### src/hdl/usb_dma_pkg.sv
// Shared constants, types and register map of the endpoint DMA block
package usb_dma_pkg;
  // Register byte offsets on the Wishbone slave
  localparam logic [7:0] CTRL_OFF    = 8'h00;
  localparam logic [7:0] ERR_OFF     = 8'h04;
  localparam logic [7:0] CHEN_OFF    = 8'h08;
  localparam logic [7:0] SWREQ_OFF   = 8'h0c;
  localparam logic [7:0] MODE_OFF    = 8'h10;
  localparam logic [7:0] XFER_OFF    = 8'h14;
  localparam logic [7:0] BURST_OFF   = 8'h18;
  localparam logic [7:0] EPCFG_OFF   = 8'h1c;
  localparam logic [7:0] IRQST_OFF   = 8'h20;
  localparam logic [7:0] IRQMSK_OFF  = 8'h24;

  // Channel layout: endpoint e owns channels 2e-2 (rx) and 2e-1 (tx)
  localparam int NUM_EP       = 3;
  localparam int NUM_CH       = 7;
  localparam int SW_CH        = 6;
  localparam int CNT_W        = 10;
  localparam int NUM_IRQ      = 5;

  // Field positions
  localparam int CTRL_EN_BIT  = 0;
  localparam int SWREQ_BIT    = 0;
  localparam int XFER_SEL_LSB = 16;
  localparam int IRQ_SW_BIT   = 0;
  localparam int IRQ_ERR_BIT  = 1;
  localparam int IRQ_EP_LSB   = 2;
  // Endpoint config, 4 bits per endpoint
  localparam int EPCFG_W      = 4;
  localparam int EPCFG_MODE   = 0;
  localparam int EPCFG_AUTO   = 1;
  localparam int EPCFG_IN     = 2;

  // Reset values
  localparam logic [31:0] REG_RST = 32'h0000_0000;

  // Channel transfer modes
  typedef enum logic [1:0] {
    stopped_mode           = 2'b00,
    basic_mode             = 2'b01,
    run_to_completion_mode = 2'b10
  } ch_mode_t;

  // Engine states
  typedef enum logic [0:0] {
    ST_IDLE = 1'b0,
    ST_BUSY = 1'b1
  } eng_state_t;

  // Per-endpoint signals from the USB protocol engine
  typedef struct packed {
    logic burst_req;
    logic single_req;
    logic space_avail;
    logic ep_error;
    logic pkt_full;
  } ep_evt_t;
endpackage

### src/hdl/usb_endpoint_dma_channels.sv
// Endpoint DMA channels with software channel, error and interrupt logic
`timescale 1ns/100ps
`default_nettype none

// Overview of operation
// - Sticky error status reads non-zero while a bus error is pending.
// - Writing one to the error status clears the pending error interrupt.
// - Software channel completion raises its own completion interrupt line.
// - Endpoint channel completion goes to that endpoint's interrupt only.
// - Run-to-completion channel finishes its whole count once requested.
// - Endpoint 0 is never served by any DMA channel.
// - Endpoints 1 to 3 each get one receive and one transmit channel.
// - Host IN and device OUT use receive; others use transmit.
// - Per-packet mode interrupts each time transmit FIFO space frees up.
// - Completion-only mode interrupts only on completion or error.
// - Auto packet send marks a full FIFO packet ready without software.
// - A finished channel has its enable cleared by the controller.
// - A finished channel has its mode field set to stopped.
module usb_endpoint_dma_channels (
  input  wire logic                                 core_clk_i,
  input  wire logic                                 rst_i,
  input  wire logic                                 wb_cyc_i,
  input  wire logic                                 wb_stb_i,
  input  wire logic                                 wb_we_i,
  input  wire logic [7:0]                           wb_adr_i,
  input  wire logic [3:0]                           wb_sel_i,
  input  wire logic [31:0]                          wb_dat_i,
  output logic      [31:0]                          wb_dat_o,
  output logic                                      wb_ack_o,
  input  wire logic                                 usb_host_mode_i,
  input  wire usb_dma_pkg::ep_evt_t [usb_dma_pkg::NUM_EP-1:0] ep_evt_i,
  output logic      [usb_dma_pkg::NUM_EP-1:0]       packet_ready_o,
  output logic                                      mem_req_o,
  output logic      [2:0]                           mem_ch_o,
  input  wire logic                                 mem_ack_i,
  input  wire logic                                 mem_err_i,
  output logic                                      sw_channel_completion_irq_o,
  output logic                                      bus_error_irq_o,
  output logic      [usb_dma_pkg::NUM_EP-1:0]       ep_irq_o,
  output logic                                      irq_o
);
  localparam int NCH = usb_dma_pkg::NUM_CH;
  localparam int NEP = usb_dma_pkg::NUM_EP;

  logic                     ctrl_en;
  logic [NCH-1:0]           ch_en;
  logic [NCH-1:0]           burst_only;
  logic [2*NCH-1:0]         mode;
  logic [2*NCH-1:0]         next_mode;
  logic [NEP*4-1:0]         ep_cfg;
  logic [2:0]               xfer_sel;
  logic [usb_dma_pkg::CNT_W-1:0] cnt [NCH];
  logic                     sw_req_pend;
  logic [usb_dma_pkg::NUM_IRQ-1:0] irq_status;
  logic [usb_dma_pkg::NUM_IRQ-1:0] irq_mask;
  logic [usb_dma_pkg::NUM_IRQ-1:0] irq_set;
  usb_dma_pkg::eng_state_t  state;
  logic [2:0]               cur;
  logic [NCH-1:0]           ch_req;
  logic [NCH-1:0]           done_vec;
  logic [NCH-1:0]           stop_vec;
  logic                     fin;
  logic                     err_hit;
  logic                     grant;
  logic [2:0]               grant_ch;
  logic                     bus_req;
  logic                     wr;
  logic [31:0]              wmask;
  logic [31:0]              rdata;

  // Wishbone request decode; write lands on the edge that raises ack
  assign bus_req = wb_cyc_i & wb_stb_i & ~wb_ack_o;
  assign wr      = bus_req & wb_we_i;
  assign wmask   = {{8{wb_sel_i[3]}}, {8{wb_sel_i[2]}}, {8{wb_sel_i[1]}}, {8{wb_sel_i[0]}}};

  function automatic logic [31:0] merge(input logic [31:0] old, input logic [31:0] nw,
                                        input logic [31:0] m);
    merge = (old & ~m) | (nw & m);
  endfunction

  // One wait-free cycle: ack follows the request edge, then drops
  always_ff @(posedge core_clk_i or posedge rst_i) begin
    if (rst_i) begin
      wb_ack_o <= 1'b0;
      wb_dat_o <= usb_dma_pkg::REG_RST;
    end else begin
      wb_ack_o <= bus_req;
      if (bus_req) begin
        wb_dat_o <= rdata;
      end
    end
  end

  // Read mux; unmapped offsets read as zero
  always_comb begin
    rdata = 32'h0000_0000;
    case (wb_adr_i)
      usb_dma_pkg::CTRL_OFF:   rdata[usb_dma_pkg::CTRL_EN_BIT] = ctrl_en;
      usb_dma_pkg::ERR_OFF:    rdata[0] = irq_status[usb_dma_pkg::IRQ_ERR_BIT];
      usb_dma_pkg::CHEN_OFF:   rdata[NCH-1:0] = ch_en;
      usb_dma_pkg::SWREQ_OFF:  rdata[usb_dma_pkg::SWREQ_BIT] = sw_req_pend;
      usb_dma_pkg::MODE_OFF:   rdata[2*NCH-1:0] = mode;
      usb_dma_pkg::XFER_OFF:   rdata = {13'h0000, xfer_sel, 6'h00, cnt[xfer_sel]};
      usb_dma_pkg::BURST_OFF:  rdata[NCH-1:0] = burst_only;
      usb_dma_pkg::EPCFG_OFF:  rdata[NEP*4-1:0] = ep_cfg;
      usb_dma_pkg::IRQST_OFF:  rdata[usb_dma_pkg::NUM_IRQ-1:0] = irq_status;
      usb_dma_pkg::IRQMSK_OFF: rdata[usb_dma_pkg::NUM_IRQ-1:0] = irq_mask;
      default:                 rdata = 32'h0000_0000;
    endcase
  end

  // Plain configuration registers
  always_ff @(posedge core_clk_i or posedge rst_i) begin
    if (rst_i) begin
      ctrl_en    <= 1'b0;
      burst_only <= '0;
      ep_cfg     <= '0;
      irq_mask   <= '0;
    end else if (wr) begin
      case (wb_adr_i)
        usb_dma_pkg::CTRL_OFF:
          ctrl_en <= 1'(merge({31'h0, ctrl_en}, wb_dat_i, wmask)); // Enable sits in bit 0
        usb_dma_pkg::BURST_OFF:
          burst_only <= NCH'(merge({25'h0, burst_only}, wb_dat_i, wmask));
        usb_dma_pkg::EPCFG_OFF:
          ep_cfg <= (NEP*4)'(merge({20'h0, ep_cfg}, wb_dat_i, wmask));
        usb_dma_pkg::IRQMSK_OFF:
          irq_mask <= (usb_dma_pkg::NUM_IRQ)'(merge({27'h0, irq_mask}, wb_dat_i, wmask));
        default: ;
      endcase
    end
  end

  // Channel enables; hardware stop beats a same-cycle software write
  always_ff @(posedge core_clk_i or posedge rst_i) begin
    if (rst_i) begin
      ch_en <= '0;
    end else if (wr && wb_adr_i == usb_dma_pkg::CHEN_OFF) begin
      ch_en <= NCH'(merge({25'h0, ch_en}, wb_dat_i, wmask)) & ~stop_vec;
    end else begin
      ch_en <= ch_en & ~stop_vec;
    end
  end

  // Mode fields; the engine writes stopped back at the end of a transfer
  always_comb begin
    next_mode = mode;
    if (wr && wb_adr_i == usb_dma_pkg::MODE_OFF) begin
      next_mode = (2*NCH)'(merge({18'h0, mode}, wb_dat_i, wmask));
    end
    for (int c = 0; c < NCH; c++) begin
      if (done_vec[c]) begin
        next_mode[2*c +: 2] = usb_dma_pkg::stopped_mode;
      end
    end
  end

  always_ff @(posedge core_clk_i or posedge rst_i) begin
    if (rst_i) begin
      mode <= '0;
    end else begin
      mode <= next_mode;
    end
  end

  // Item counts, loaded through a channel-select window
  always_ff @(posedge core_clk_i or posedge rst_i) begin
    if (rst_i) begin
      xfer_sel <= 3'h0;
      for (int c = 0; c < NCH; c++) begin
        cnt[c] <= '0;
      end
    end else begin
      if (wr && wb_adr_i == usb_dma_pkg::XFER_OFF) begin
        xfer_sel      <= wb_dat_i[usb_dma_pkg::XFER_SEL_LSB +: 3];
        cnt[wb_dat_i[usb_dma_pkg::XFER_SEL_LSB +: 3]] <= wb_dat_i[usb_dma_pkg::CNT_W-1:0];
      end
      if (state == usb_dma_pkg::ST_BUSY && mem_ack_i) begin
        cnt[cur] <= cnt[cur] - 1'b1; // Engine wins over a stray reload
      end
    end
  end

  // Software request latch; a new request wins over the grant clear
  always_ff @(posedge core_clk_i or posedge rst_i) begin
    if (rst_i) begin
      sw_req_pend <= 1'b0;
    end else if (wr && wb_adr_i == usb_dma_pkg::SWREQ_OFF && wb_sel_i[0]
                 && wb_dat_i[usb_dma_pkg::SWREQ_BIT]) begin
      sw_req_pend <= 1'b1;
    end else if (grant && grant_ch == 3'(usb_dma_pkg::SW_CH)) begin
      sw_req_pend <= 1'b0;
    end
  end

  // Endpoint 0 has no channel; endpoints 1..3 get an rx/tx pair each
  genvar e;
  generate
    for (e = 0; e < NEP; e++) begin : g_ep
      logic rx_route;
      logic ep_req;
      logic [3:0] cfg;
      assign cfg      = ep_cfg[4*e +: 4];
      // Host IN and device OUT move data into memory
      assign rx_route = (usb_host_mode_i == cfg[usb_dma_pkg::EPCFG_IN]);
      assign ep_req   = ep_evt_i[e].burst_req;
      // Burst-only channels ignore single requests
      assign ch_req[2*e]   = rx_route & (ep_req | (ep_evt_i[e].single_req & ~burst_only[2*e]));
      assign ch_req[2*e+1] = ~rx_route & (ep_req | (ep_evt_i[e].single_req
                                                     & ~burst_only[2*e+1]));
      // Per-packet mode also flags freed transmit space; done always flags
      assign irq_set[usb_dma_pkg::IRQ_EP_LSB+e] =
          done_vec[2*e] | done_vec[2*e+1] | ep_evt_i[e].ep_error |
          (~cfg[usb_dma_pkg::EPCFG_MODE] & ~rx_route & ep_evt_i[e].space_avail);
      // Auto send: full packet in a transmit FIFO goes out by itself
      always_ff @(posedge core_clk_i or posedge rst_i) begin
        if (rst_i) begin
          packet_ready_o[e] <= 1'b0;
        end else begin
          packet_ready_o[e] <= cfg[usb_dma_pkg::EPCFG_AUTO] & ~rx_route
                               & ep_evt_i[e].pkt_full;
        end
      end
      assign ep_irq_o[e] = irq_status[usb_dma_pkg::IRQ_EP_LSB+e]
                           & irq_mask[usb_dma_pkg::IRQ_EP_LSB+e];
    end
  endgenerate
  assign ch_req[usb_dma_pkg::SW_CH] = sw_req_pend;

  // Fixed priority, lowest channel first; nothing while disabled
  always_comb begin
    grant    = 1'b0;
    grant_ch = 3'h0;
    for (int c = NCH - 1; c >= 0; c--) begin
      if (ch_req[c] && ch_en[c] && cnt[c] != '0
          && mode[2*c +: 2] != usb_dma_pkg::stopped_mode) begin
        grant    = ctrl_en && state == usb_dma_pkg::ST_IDLE;
        grant_ch = 3'(c);
      end
    end
  end

  // Last item acked, or bus error on the active channel
  assign fin      = state == usb_dma_pkg::ST_BUSY && mem_ack_i && !mem_err_i
                    && cnt[cur] == 10'h001;
  assign err_hit  = state == usb_dma_pkg::ST_BUSY && mem_err_i;
  assign done_vec = fin ? NCH'(1) << cur : '0;
  assign stop_vec = done_vec | (err_hit ? NCH'(1) << cur : '0);

  // Transfer engine: one item per memory handshake
  always_ff @(posedge core_clk_i or posedge rst_i) begin
    if (rst_i) begin
      state <= usb_dma_pkg::ST_IDLE;
      cur   <= 3'h0;
    end else begin
      case (state)
        usb_dma_pkg::ST_IDLE: begin
          if (grant) begin
            state <= usb_dma_pkg::ST_BUSY;
            cur   <= grant_ch;
          end
        end
        usb_dma_pkg::ST_BUSY: begin
          if (err_hit || fin) begin
            state <= usb_dma_pkg::ST_IDLE;
          end else if (mem_ack_i && mode[2*cur +: 2] == usb_dma_pkg::basic_mode
                       && !ch_req[cur]) begin
            state <= usb_dma_pkg::ST_IDLE; // Basic mode yields when request drops
          end
          // Run-to-completion ignores the request line once started
        end
        default: state <= usb_dma_pkg::ST_IDLE;
      endcase
    end
  end
  assign mem_req_o = state == usb_dma_pkg::ST_BUSY;
  assign mem_ch_o  = cur;

  // Sticky interrupt status: a new event beats a same-cycle clear
  assign irq_set[usb_dma_pkg::IRQ_SW_BIT]  = done_vec[usb_dma_pkg::SW_CH];
  assign irq_set[usb_dma_pkg::IRQ_ERR_BIT] = err_hit;
  always_ff @(posedge core_clk_i or posedge rst_i) begin
    if (rst_i) begin
      irq_status <= '0;
    end else if (wr && wb_adr_i == usb_dma_pkg::IRQST_OFF && wb_sel_i[0]) begin
      irq_status <= (irq_status & ~wb_dat_i[usb_dma_pkg::NUM_IRQ-1:0]) | irq_set;
    end else if (wr && wb_adr_i == usb_dma_pkg::ERR_OFF && wb_sel_i[0]) begin
      irq_status <= (irq_status & ~{3'h0, wb_dat_i[0], 1'b0}) | irq_set;
    end else begin
      irq_status <= irq_status | irq_set;
    end
  end
  assign sw_channel_completion_irq_o = irq_status[usb_dma_pkg::IRQ_SW_BIT]
                                       & irq_mask[usb_dma_pkg::IRQ_SW_BIT];
  assign bus_error_irq_o = irq_status[usb_dma_pkg::IRQ_ERR_BIT]
                           & irq_mask[usb_dma_pkg::IRQ_ERR_BIT];
  assign irq_o = |(irq_status & irq_mask);

  // Checks next to the logic they guard
  chk_err_sticky: assert property (@(posedge core_clk_i) disable iff (rst_i)
    (bus_req && !wb_we_i && wb_adr_i == usb_dma_pkg::ERR_OFF)
    |=> (wb_dat_o != 32'h0000_0000) == $past(irq_status[usb_dma_pkg::IRQ_ERR_BIT]))
    else $error("error status read-back disagrees with pending error");
  chk_err_clear: assert property (@(posedge core_clk_i) disable iff (rst_i)
    (wr && wb_adr_i == usb_dma_pkg::ERR_OFF && wb_sel_i[0] && wb_dat_i[0] && !err_hit)
    |=> !irq_status[usb_dma_pkg::IRQ_ERR_BIT] && !bus_error_irq_o)
    else $error("error clear did not remove pending error");
  chk_sw_done_irq: assert property (@(posedge core_clk_i) disable iff (rst_i)
    (fin && cur == 3'(usb_dma_pkg::SW_CH)) |=> irq_status[usb_dma_pkg::IRQ_SW_BIT])
    else $error("software channel completion not flagged");
  chk_sw_irq_cause: assert property (@(posedge core_clk_i) disable iff (rst_i)
    $rose(irq_status[usb_dma_pkg::IRQ_SW_BIT]) |-> $past(done_vec[usb_dma_pkg::SW_CH]))
    else $error("completion irq raised by an endpoint channel");
  chk_rtc_holds: assert property (@(posedge core_clk_i) disable iff (rst_i)
    (state == usb_dma_pkg::ST_BUSY && !fin && !err_hit
     && mode[2*cur +: 2] == usb_dma_pkg::run_to_completion_mode)
    |=> state == usb_dma_pkg::ST_BUSY && $stable(cur))
    else $error("run-to-completion channel released early");
  chk_done_disable: assert property (@(posedge core_clk_i) disable iff (rst_i)
    fin |=> !ch_en[$past(cur)] && state == usb_dma_pkg::ST_IDLE)
    else $error("finished channel still enabled");
  chk_done_stopped: assert property (@(posedge core_clk_i) disable iff (rst_i)
    fin |=> mode[2*$past(cur) +: 2] == usb_dma_pkg::stopped_mode)
    else $error("finished channel mode not stopped");
  chk_err_stops: assert property (@(posedge core_clk_i) disable iff (rst_i)
    err_hit |=> !ch_en[$past(cur)] && !mem_req_o ##0 irq_status[usb_dma_pkg::IRQ_ERR_BIT])
    else $error("bus error did not stop the channel");
  chk_grant_enabled: assert property (@(posedge core_clk_i) disable iff (rst_i)
    $rose(mem_req_o) |-> $past(ctrl_en && ch_en[grant_ch]))
    else $error("transfer started while disabled");
  chk_auto_send: assert property (@(posedge core_clk_i) disable iff (rst_i)
    $rose(packet_ready_o[0]) |-> $past(ep_cfg[usb_dma_pkg::EPCFG_AUTO]
                                      && ep_evt_i[0].pkt_full))
    else $error("packet marked ready without auto send");

endmodule
`default_nettype wire

### config.mk
export PLATFORM = sky130hd
export DESIGN_NAME = usb_endpoint_dma_channels
export DESIGN_NICKNAME = d
export VERILOG_FILES = /design/src/hdl/usb_dma_pkg.sv /design/src/hdl/usb_endpoint_dma_channels.sv
export SDC_FILE = /design/constraint.sdc
export NUM_CORES = 1
export LEC_CHECK = 0
export BUFFER_PORTS_ARGS = -buffer_cell sky130_fd_sc_hd__buf_4
export CORE_ASPECT_RATIO = 0.8
export CORE_MARGIN = 4
export CORE_UTILIZATION = 50
export CTS_CLUSTER_DIAMETER = 120
export DETAILED_ROUTE_END_ITERATION = 7
export GPL_ROUTABILITY_DRIVEN = 0
export PLACE_DENSITY = 0.7
export SYNTH_ARGS = -nofsm -noshare
export SYNTH_HDL_FRONTEND = slang
export SYNTH_SLANG_ARGS = --single-unit
### constraint.sdc
create_clock -name core_clk_i -period 6.2 [get_ports core_clk_i]
set_input_delay 0.62 -clock core_clk_i [delete_from_list [all_inputs] [get_ports core_clk_i]]
set_output_delay 0.62 -clock core_clk_i [all_outputs]
set_load 0.1 [all_outputs]
; Word-level counts from Yosys, hierarchy flattened
; Index checks and enable logic that the tools add are counted.
[totals]
word_cells = 271
register_bits = 165
output_inout_bits = 46
[op_classes]
bitwise = 90
mux = 55
reduce_logical = 73
shifts = 2
n_eq_ne = 15
order_cmp = 6
add_sub_neg = 1
[ops]
columns = operator, n
row1 = bitwise mux 70 bit, 2
row2 = 2-to-1 mux 70 bit, 2
row3 = nonzero test 10 bit, 7
row4 = binary-select mux 10 bit (select 3 bit), 2
row5 = demux 10 bit (select 3 bit), 2
row6 = 2-to-1 mux 10 bit, 6
row7 = logical AND 1 bit, 41
row8 = bitwise AND 1 bit, 33
row9 = equality test 8 x 5 -> 1 bit (second input constant), 4
row10 = nonzero test 2 bit, 15
row11 = bitwise AND 14 bit, 2
row12 = bitwise AND 7 bit, 4
row13 = case mux 4 bit (7 select lines), 1
row14 = 2-to-1 mux 3 bit, 7
row15 = 2-to-1 mux 7 bit, 3
row16 = OR 7 bit, 3
row17 = bitwise AND 5 bit, 4
row18 = OR 5 bit, 4
row19 = equality test 8 x 4 -> 1 bit (second input constant), 2
row20 = equality test 8 x 6 -> 1 bit (second input constant), 2
row21 = 2-to-1 mux 2 bit, 8
row22 = OR 1 bit, 16
row23 = 2-to-1 mux 5 bit, 3
row24 = case mux 5 bit (3 select lines), 1
row25 = other kinds (31), 68

; Depth between registers and ports, before layout
[depth]
ltp_word = 17
mapped_depth = 13
depth_no_buf = 9

; Least setup slack after synthesis
; OpenSTA, ideal clock, no wires.
[synth_path]
path_kind = register to register
startpoint = reg cur[1], in the netlist mem_ch_o[1]
endpoint = reg cnt[28] (netlist bit)
path_stages_with_launch = 13
required_time_ps = 6056
arrival_ps = 3219
n_path_buf = 3
setup_ps = 144
path_slack_ps = 2837
path_cell_list = dfrtp_1 -> buf_4 -> buf_4 -> mux2i_1 -> a22oi_1 -> nand2_1 -> clkbuf_1 -> ha_1 -> inv_1 -> a21oi_1 -> nand4_1 -> xnor2_1 -> mux2i_1
[synth_between]
elab_chain_len = 7
[synth_rtl]
columns = element, line_no
row1 = "start, declared", usb_endpoint_dma_channels.sv:58  ; logic [2:0] cur;
row2 = "start signal, assigned", usb_endpoint_dma_channels.sv:260  ; cur <= grant_ch;
row3 = NOT 3 -> 4 bit (implied by the code) (*), usb_endpoint_dma_channels.sv:179  ; cnt[cur] <= cnt[cur] - 1'b1;
row4 = binary-select mux 10 bit (select 3 bit) (tied with other cells), usb_endpoint_dma_channels.sv:179
row5 = 2-to-1 mux 10 bit (implied by the code) / logical AND 1 bit (equally long branches), usb_endpoint_dma_channels.sv:179
row6 = 2-to-1 mux 10 bit (implied by the code), usb_endpoint_dma_channels.sv:179
row7 = subtractor 10 x 1 -> 10 bit / demux 10 bit (select 3 bit) (equally long branches), usb_endpoint_dma_channels.sv:179
row8 = bitwise mux 70 bit (*), usb_endpoint_dma_channels.sv:179
row9 = 2-to-1 mux 70 bit (*), usb_endpoint_dma_channels.sv:178  ; if (state == usb_dma_pkg::ST_BUSY && mem_ack_i) begin
row10 = "end signal, assigned by index", usb_endpoint_dma_channels.sv:176  ; cnt[wb_dat_i[usb_dma_pkg::XFER_SEL_LSB +: 3]] <= wb_dat_i[usb_dma_pkg::CNT_W-1:0];
row11 = "end signal, assigned by index", usb_endpoint_dma_channels.sv:179
row12 = "end, declared", usb_endpoint_dma_channels.sv:52  ; logic [usb_dma_pkg::CNT_W-1:0] cnt [NCH];
; Every way passes the cells marked *; elsewhere a longest branch is shown, timed or not. The select of a mux whose other input is x is not followed.
; A chain may end at the register's enable or synchronous reset.

; Worst setup path after layout
[layout_path]
startpoint = reg cur[2], in the netlist mem_ch_o[2]
endpoint = reg irq_status[4] (netlist bit)
[layout_between]
elab_chain_len = 13
[layout_rtl]
columns = element, line_no
row1 = NOT 3 -> 4 bit (implied by the code), usb_endpoint_dma_channels.sv:245  ; && cnt[cur] == 10'h001;
row2 = binary-select mux 10 bit (select 3 bit), usb_endpoint_dma_channels.sv:245
row3 = 2-to-1 mux 10 bit (implied by the code) (2 in series), usb_endpoint_dma_channels.sv:245
row4 = equality test 10 x 1 -> 1 bit, usb_endpoint_dma_channels.sv:245
row5 = logical AND 1 bit, usb_endpoint_dma_channels.sv:245
row6 = 2-to-1 mux 7 bit (*), usb_endpoint_dma_channels.sv:247  ; assign done_vec = fin ? NCH'(1) << cur : '0;
row7 = OR 1 bit (*) (3 in series), usb_endpoint_dma_channels.sv:213  ; done_vec[2*e] | done_vec[2*e+1] | ep_evt_i[e].ep_error |
row8 = "OR 5 bit, on equally long branches", "usb_endpoint_dma_channels.sv:290, usb_endpoint_dma_channels.sv:288"
row9 = 2-to-1 mux 5 bit, usb_endpoint_dma_channels.sv:287  ; end else if (wr && wb_adr_i == usb_dma_pkg::ERR_OFF && wb_sel_i[0]) begin
row10 = 2-to-1 mux 5 bit (*), usb_endpoint_dma_channels.sv:285  ; end else if (wr && wb_adr_i == usb_dma_pkg::IRQST_OFF && wb_sel_i[0]) begin
row11 = "end signal, assigned", usb_endpoint_dma_channels.sv:286  ; irq_status <= (irq_status & ~wb_dat_i[usb_dma_pkg::NUM_IRQ-1:0]) | irq_set;
row12 = "end signal, assigned", usb_endpoint_dma_channels.sv:288  ; irq_status <= (irq_status & ~{3'h0, wb_dat_i[0], 1'b0}) | irq_set;
row13 = "end signal, assigned", usb_endpoint_dma_channels.sv:290  ; irq_status <= irq_status | irq_set;
row14 = "end, declared", usb_endpoint_dma_channels.sv:54  ; logic [usb_dma_pkg::NUM_IRQ-1:0] irq_status;
; Marks and branches as above.

==> impl_metrics.ini <==
[power]
p_leak_uw = 0.00476
peakVddDrop_uv = 182
powerDensity_nw_per_um2 = 209

[layout]
register_area_um2 = 3750
areaGrowthSynthToFinish_pct = 12.7
nets = 1088
drive_above_1_share_pct = 21.0
antenna_cells = 0
multi_input_area_um2 = 5260
fin_area_um2 = 10700
fillerInstances = 1638

[placement]
place.detailed.hpwl_mm = 21.7
dpl_cell_area_um2 = 10100
io_buffers = 80

[routing]
drtIter0Drc = 1095
firstDrtPassIters = 6
vias = 8288
ant_nets = 0
routed_via_density = 6.45
routed_wl_mm = 30.9
wl_per_cell_um = 24.0
route.detailed.drc = 0

[clock_tree]
insertion_delay_ns = 0.44
post_cts_buffers = 0
tritoncts = done
path_clk_slew_ns = 0.07
cts-resized-gates = 0
cts_sinks = 150
cts_buffers = 17
clock-root-buffer = clkbuf_16
cts_max_level = 4
clk_path_buf_depth = 2
cts_hold_buf = 0

[global_routing]
antenna_found_initial = 0
grt_pass1_vias = 7865
track_usage_pct = 28.9
gr-total-overflow = 0
grt_pass1_wl_mm = 47.7
grt_max_degree = 99

[sta]
max_freq_ghz = 0.233
fin_crit_ns = 4.28
setup_violations = 0
finalHoldViolCount = 0
fin_tns_setup_ns = 0
fin_crit_sh_pct = 69.1
slew_violations = 0
hold_ws_ns = 0.372
skew_ns = 0.0141
relSlewSlack_pct = 14.0
worst_slew_pin_slew_ns = 1.28
rsz0062_at_grt = false

[job]
drv_cap = 0

[critical_path]
critPathCaptureType = register
path_buf_inv = 0
critPathTopFamily = simple AND/OR/NAND/NOR gates
startpoint_type = register
critPathRequiredTime_ns = 6.56
critPathSlowestCell = nor2_2
crit_path_cell_trace = and2b_1, a22oi_1, a22oi_1, nand4_1, nor2_2, a221o_1
cp_max_fo = 19
arrival_ns = 4.65
slowest_delay_ns = 1.02
path_common_cell = a22oi_1
worstSetupPathType = reg -> reg

[synthesis]
ys_async_sr_fraction_pct = 100
synthTopCellsByArea = dfrtp_1 40%, mux2i_1 11%, mux2_2 5.8%, nand2_1 3.4%, a21oi_1 3.1%
synth-edff-count = 0
yosysTopAreaCell = dfrtp_1
synth_xor_area_share_pct = 1.02
synth_top_family_by_area = multiplexers
syn_area_um2 = 9490
synth_top_area_share_pct = 39.6
synth_area_per_cell_um2 = 9.72
ys_seq_elements = 150
synth-adder-area-share_pct = 0.264
synth-simple-area-share_pct = 17.7
synth-compound-area-share_pct = 16.3
synth_mux_area_share_pct = 19.5
synth_flop_cell = dfrtp_1
synth_cells = 976
ys_types = 73
yosysWarningCount = 0
synth-seq-area-share_pct = 39.6

[floorplan]
ios = 113
start_util_pct = 51.6
rows = 44
dieArea_um2 = 21300
fp.dieH_um = 131
core_area_um2 = 18400
die_w_um = 162

[worst_hold_path]
hp-class = in -> async

[status]
status = finished, final reports clean
## path summary, 6_finish.rpt
check | startpoint | to | slack [ns] | cells past startpoint
worst max-delay path | mem_ch_o[2] | irq_status[4] | 1.92 | 6
worst min-delay path | rst_i | wb_dat_o[8] | 0.37 | 2
worst max register to register | mem_ch_o[2] | irq_status[4] | 1.92 | 6
worst min register to register | wb_dat_o[12] | wb_dat_o[12] | 0.47 | 2
max in group asynchronous | rst_i | cnt[19] | 4.53 | 3
min in group core_clk_i | ep_evt_i[0] | packet_ready_o[0] | 0.42 | 2
## cell usage after synthesis (3+ instances only)
cell type and number:
dfrtp_1 150, mux2i_1 101, nand2_1 86, a21oi_1 59
nor2_1 58, mux2_2 49, o21ai_0 48, nor2b_1 39
clkbuf_1 37, a211oi_1 34, buf_4 23, nand3_1 20
inv_1 17, a22oi_1 16, buf_2 16, nor4_1 15
o22ai_1 14, nand4_1 13, o211ai_1 13, mux4_2 12
nor3_1 11, a31oi_1 10, and2_1 9, or4_1 9
nand3b_1 7, xnor2_1 7, a31o_2 6, and3_1 6
nand2b_1 6, a221oi_1 5, buf_6 5, o221ai_1 5
a222oi_1 4, nor4_4 4, xor2_1 4, a221o_1 3
a22o_1 3, buf_1 3, nand4b_1 3, o21ai_1 3
## final cells by class
class                      instances  share of cell area [%]
clock inverter                    14                    1.33
timing repair buffer              96                    6.74
clock buffer                      17                    3.98
multi-input combinational        737                    49.2
tap                              253                    2.96
inverter                          17                   0.644
sequential                       150                    35.1
## where the power goes
| group | internal [uW] | leakage [uW] | switching [uW] |
|---|---|---|---|
| clock network | 561 | 0.000263 | 462 |
| logic | 48.8 | 0.00246 | 166 |
| registers | 987 | 0.00204 | 7.04 |
| total | 1600 | 0.00476 | 635 |
## worst reg2reg max path: cells and delay by family (launching register included)
| family | cells | cell delay, ns |
|---|---|---|
| compound gates | 3 | 1.01 |
| simple gates | 3 | 2.53 |
| flops | 1 | 0.67 |
## cells by family after synthesis
group,Yosys count
AO/OA/AOI/OAI,238
flip-flops,150
adder cells (fa/ha/maj),2
XOR/XNOR,11
AND/OR/NAND/NOR,308
other,1
multiplexers,163
buffers and inverters,103
## per-layer routing
layer | up-vias | part of all wire (%) | track usage, %
li1 | 3681 | - | -
met1 | 4052 | 44 | 44.4
met2 | 503 | 41 | 39.7
met3 | 52 | 13 | 8.55
met4 | 0 | 2.2 | 7.70
met5 | - | 0 | 0
## cell usage in the layout, fill, tap and decap left out, types with 7 or more instances in the layout
cell type / n
mux2_2: 49
nand3_1: 20
a31oi_1: 10
and2_1: 9
nor2_1: 58
nor3_1: 11
nand3b_1: 7
nand2_1: 86
xnor2_1: 7
nand4_1: 13
a22oi_1: 16
o22ai_1: 14
o211ai_1: 13
conb_1: 15
dfrtp_1: 149
nor4_1: 14
buf_4: 96
mux2i_1: 101
mux4_2: 12
nor2b_1: 39
clkbuf_16: 17
o21ai_0: 48
a21oi_1: 59
inv_1: 16
a211oi_1: 34
or4_1: 9
## metrics by stage
step	total power (uW)	setup WS, ns	util [%]	cells
5_1_grt	2290	1.80	58.1	1284
3_5_place_dp	1230	2.09	55.0	1253
4_1_cts	2230	2.08	58.1	1284
6_report	2230	1.92	58.1	1284
2_1_floorplan	1160	1.54	-	990
3_3_place_gp	1220	2.23	55.0	1253
No activity file was read; power rests on OpenSTA's default activity.
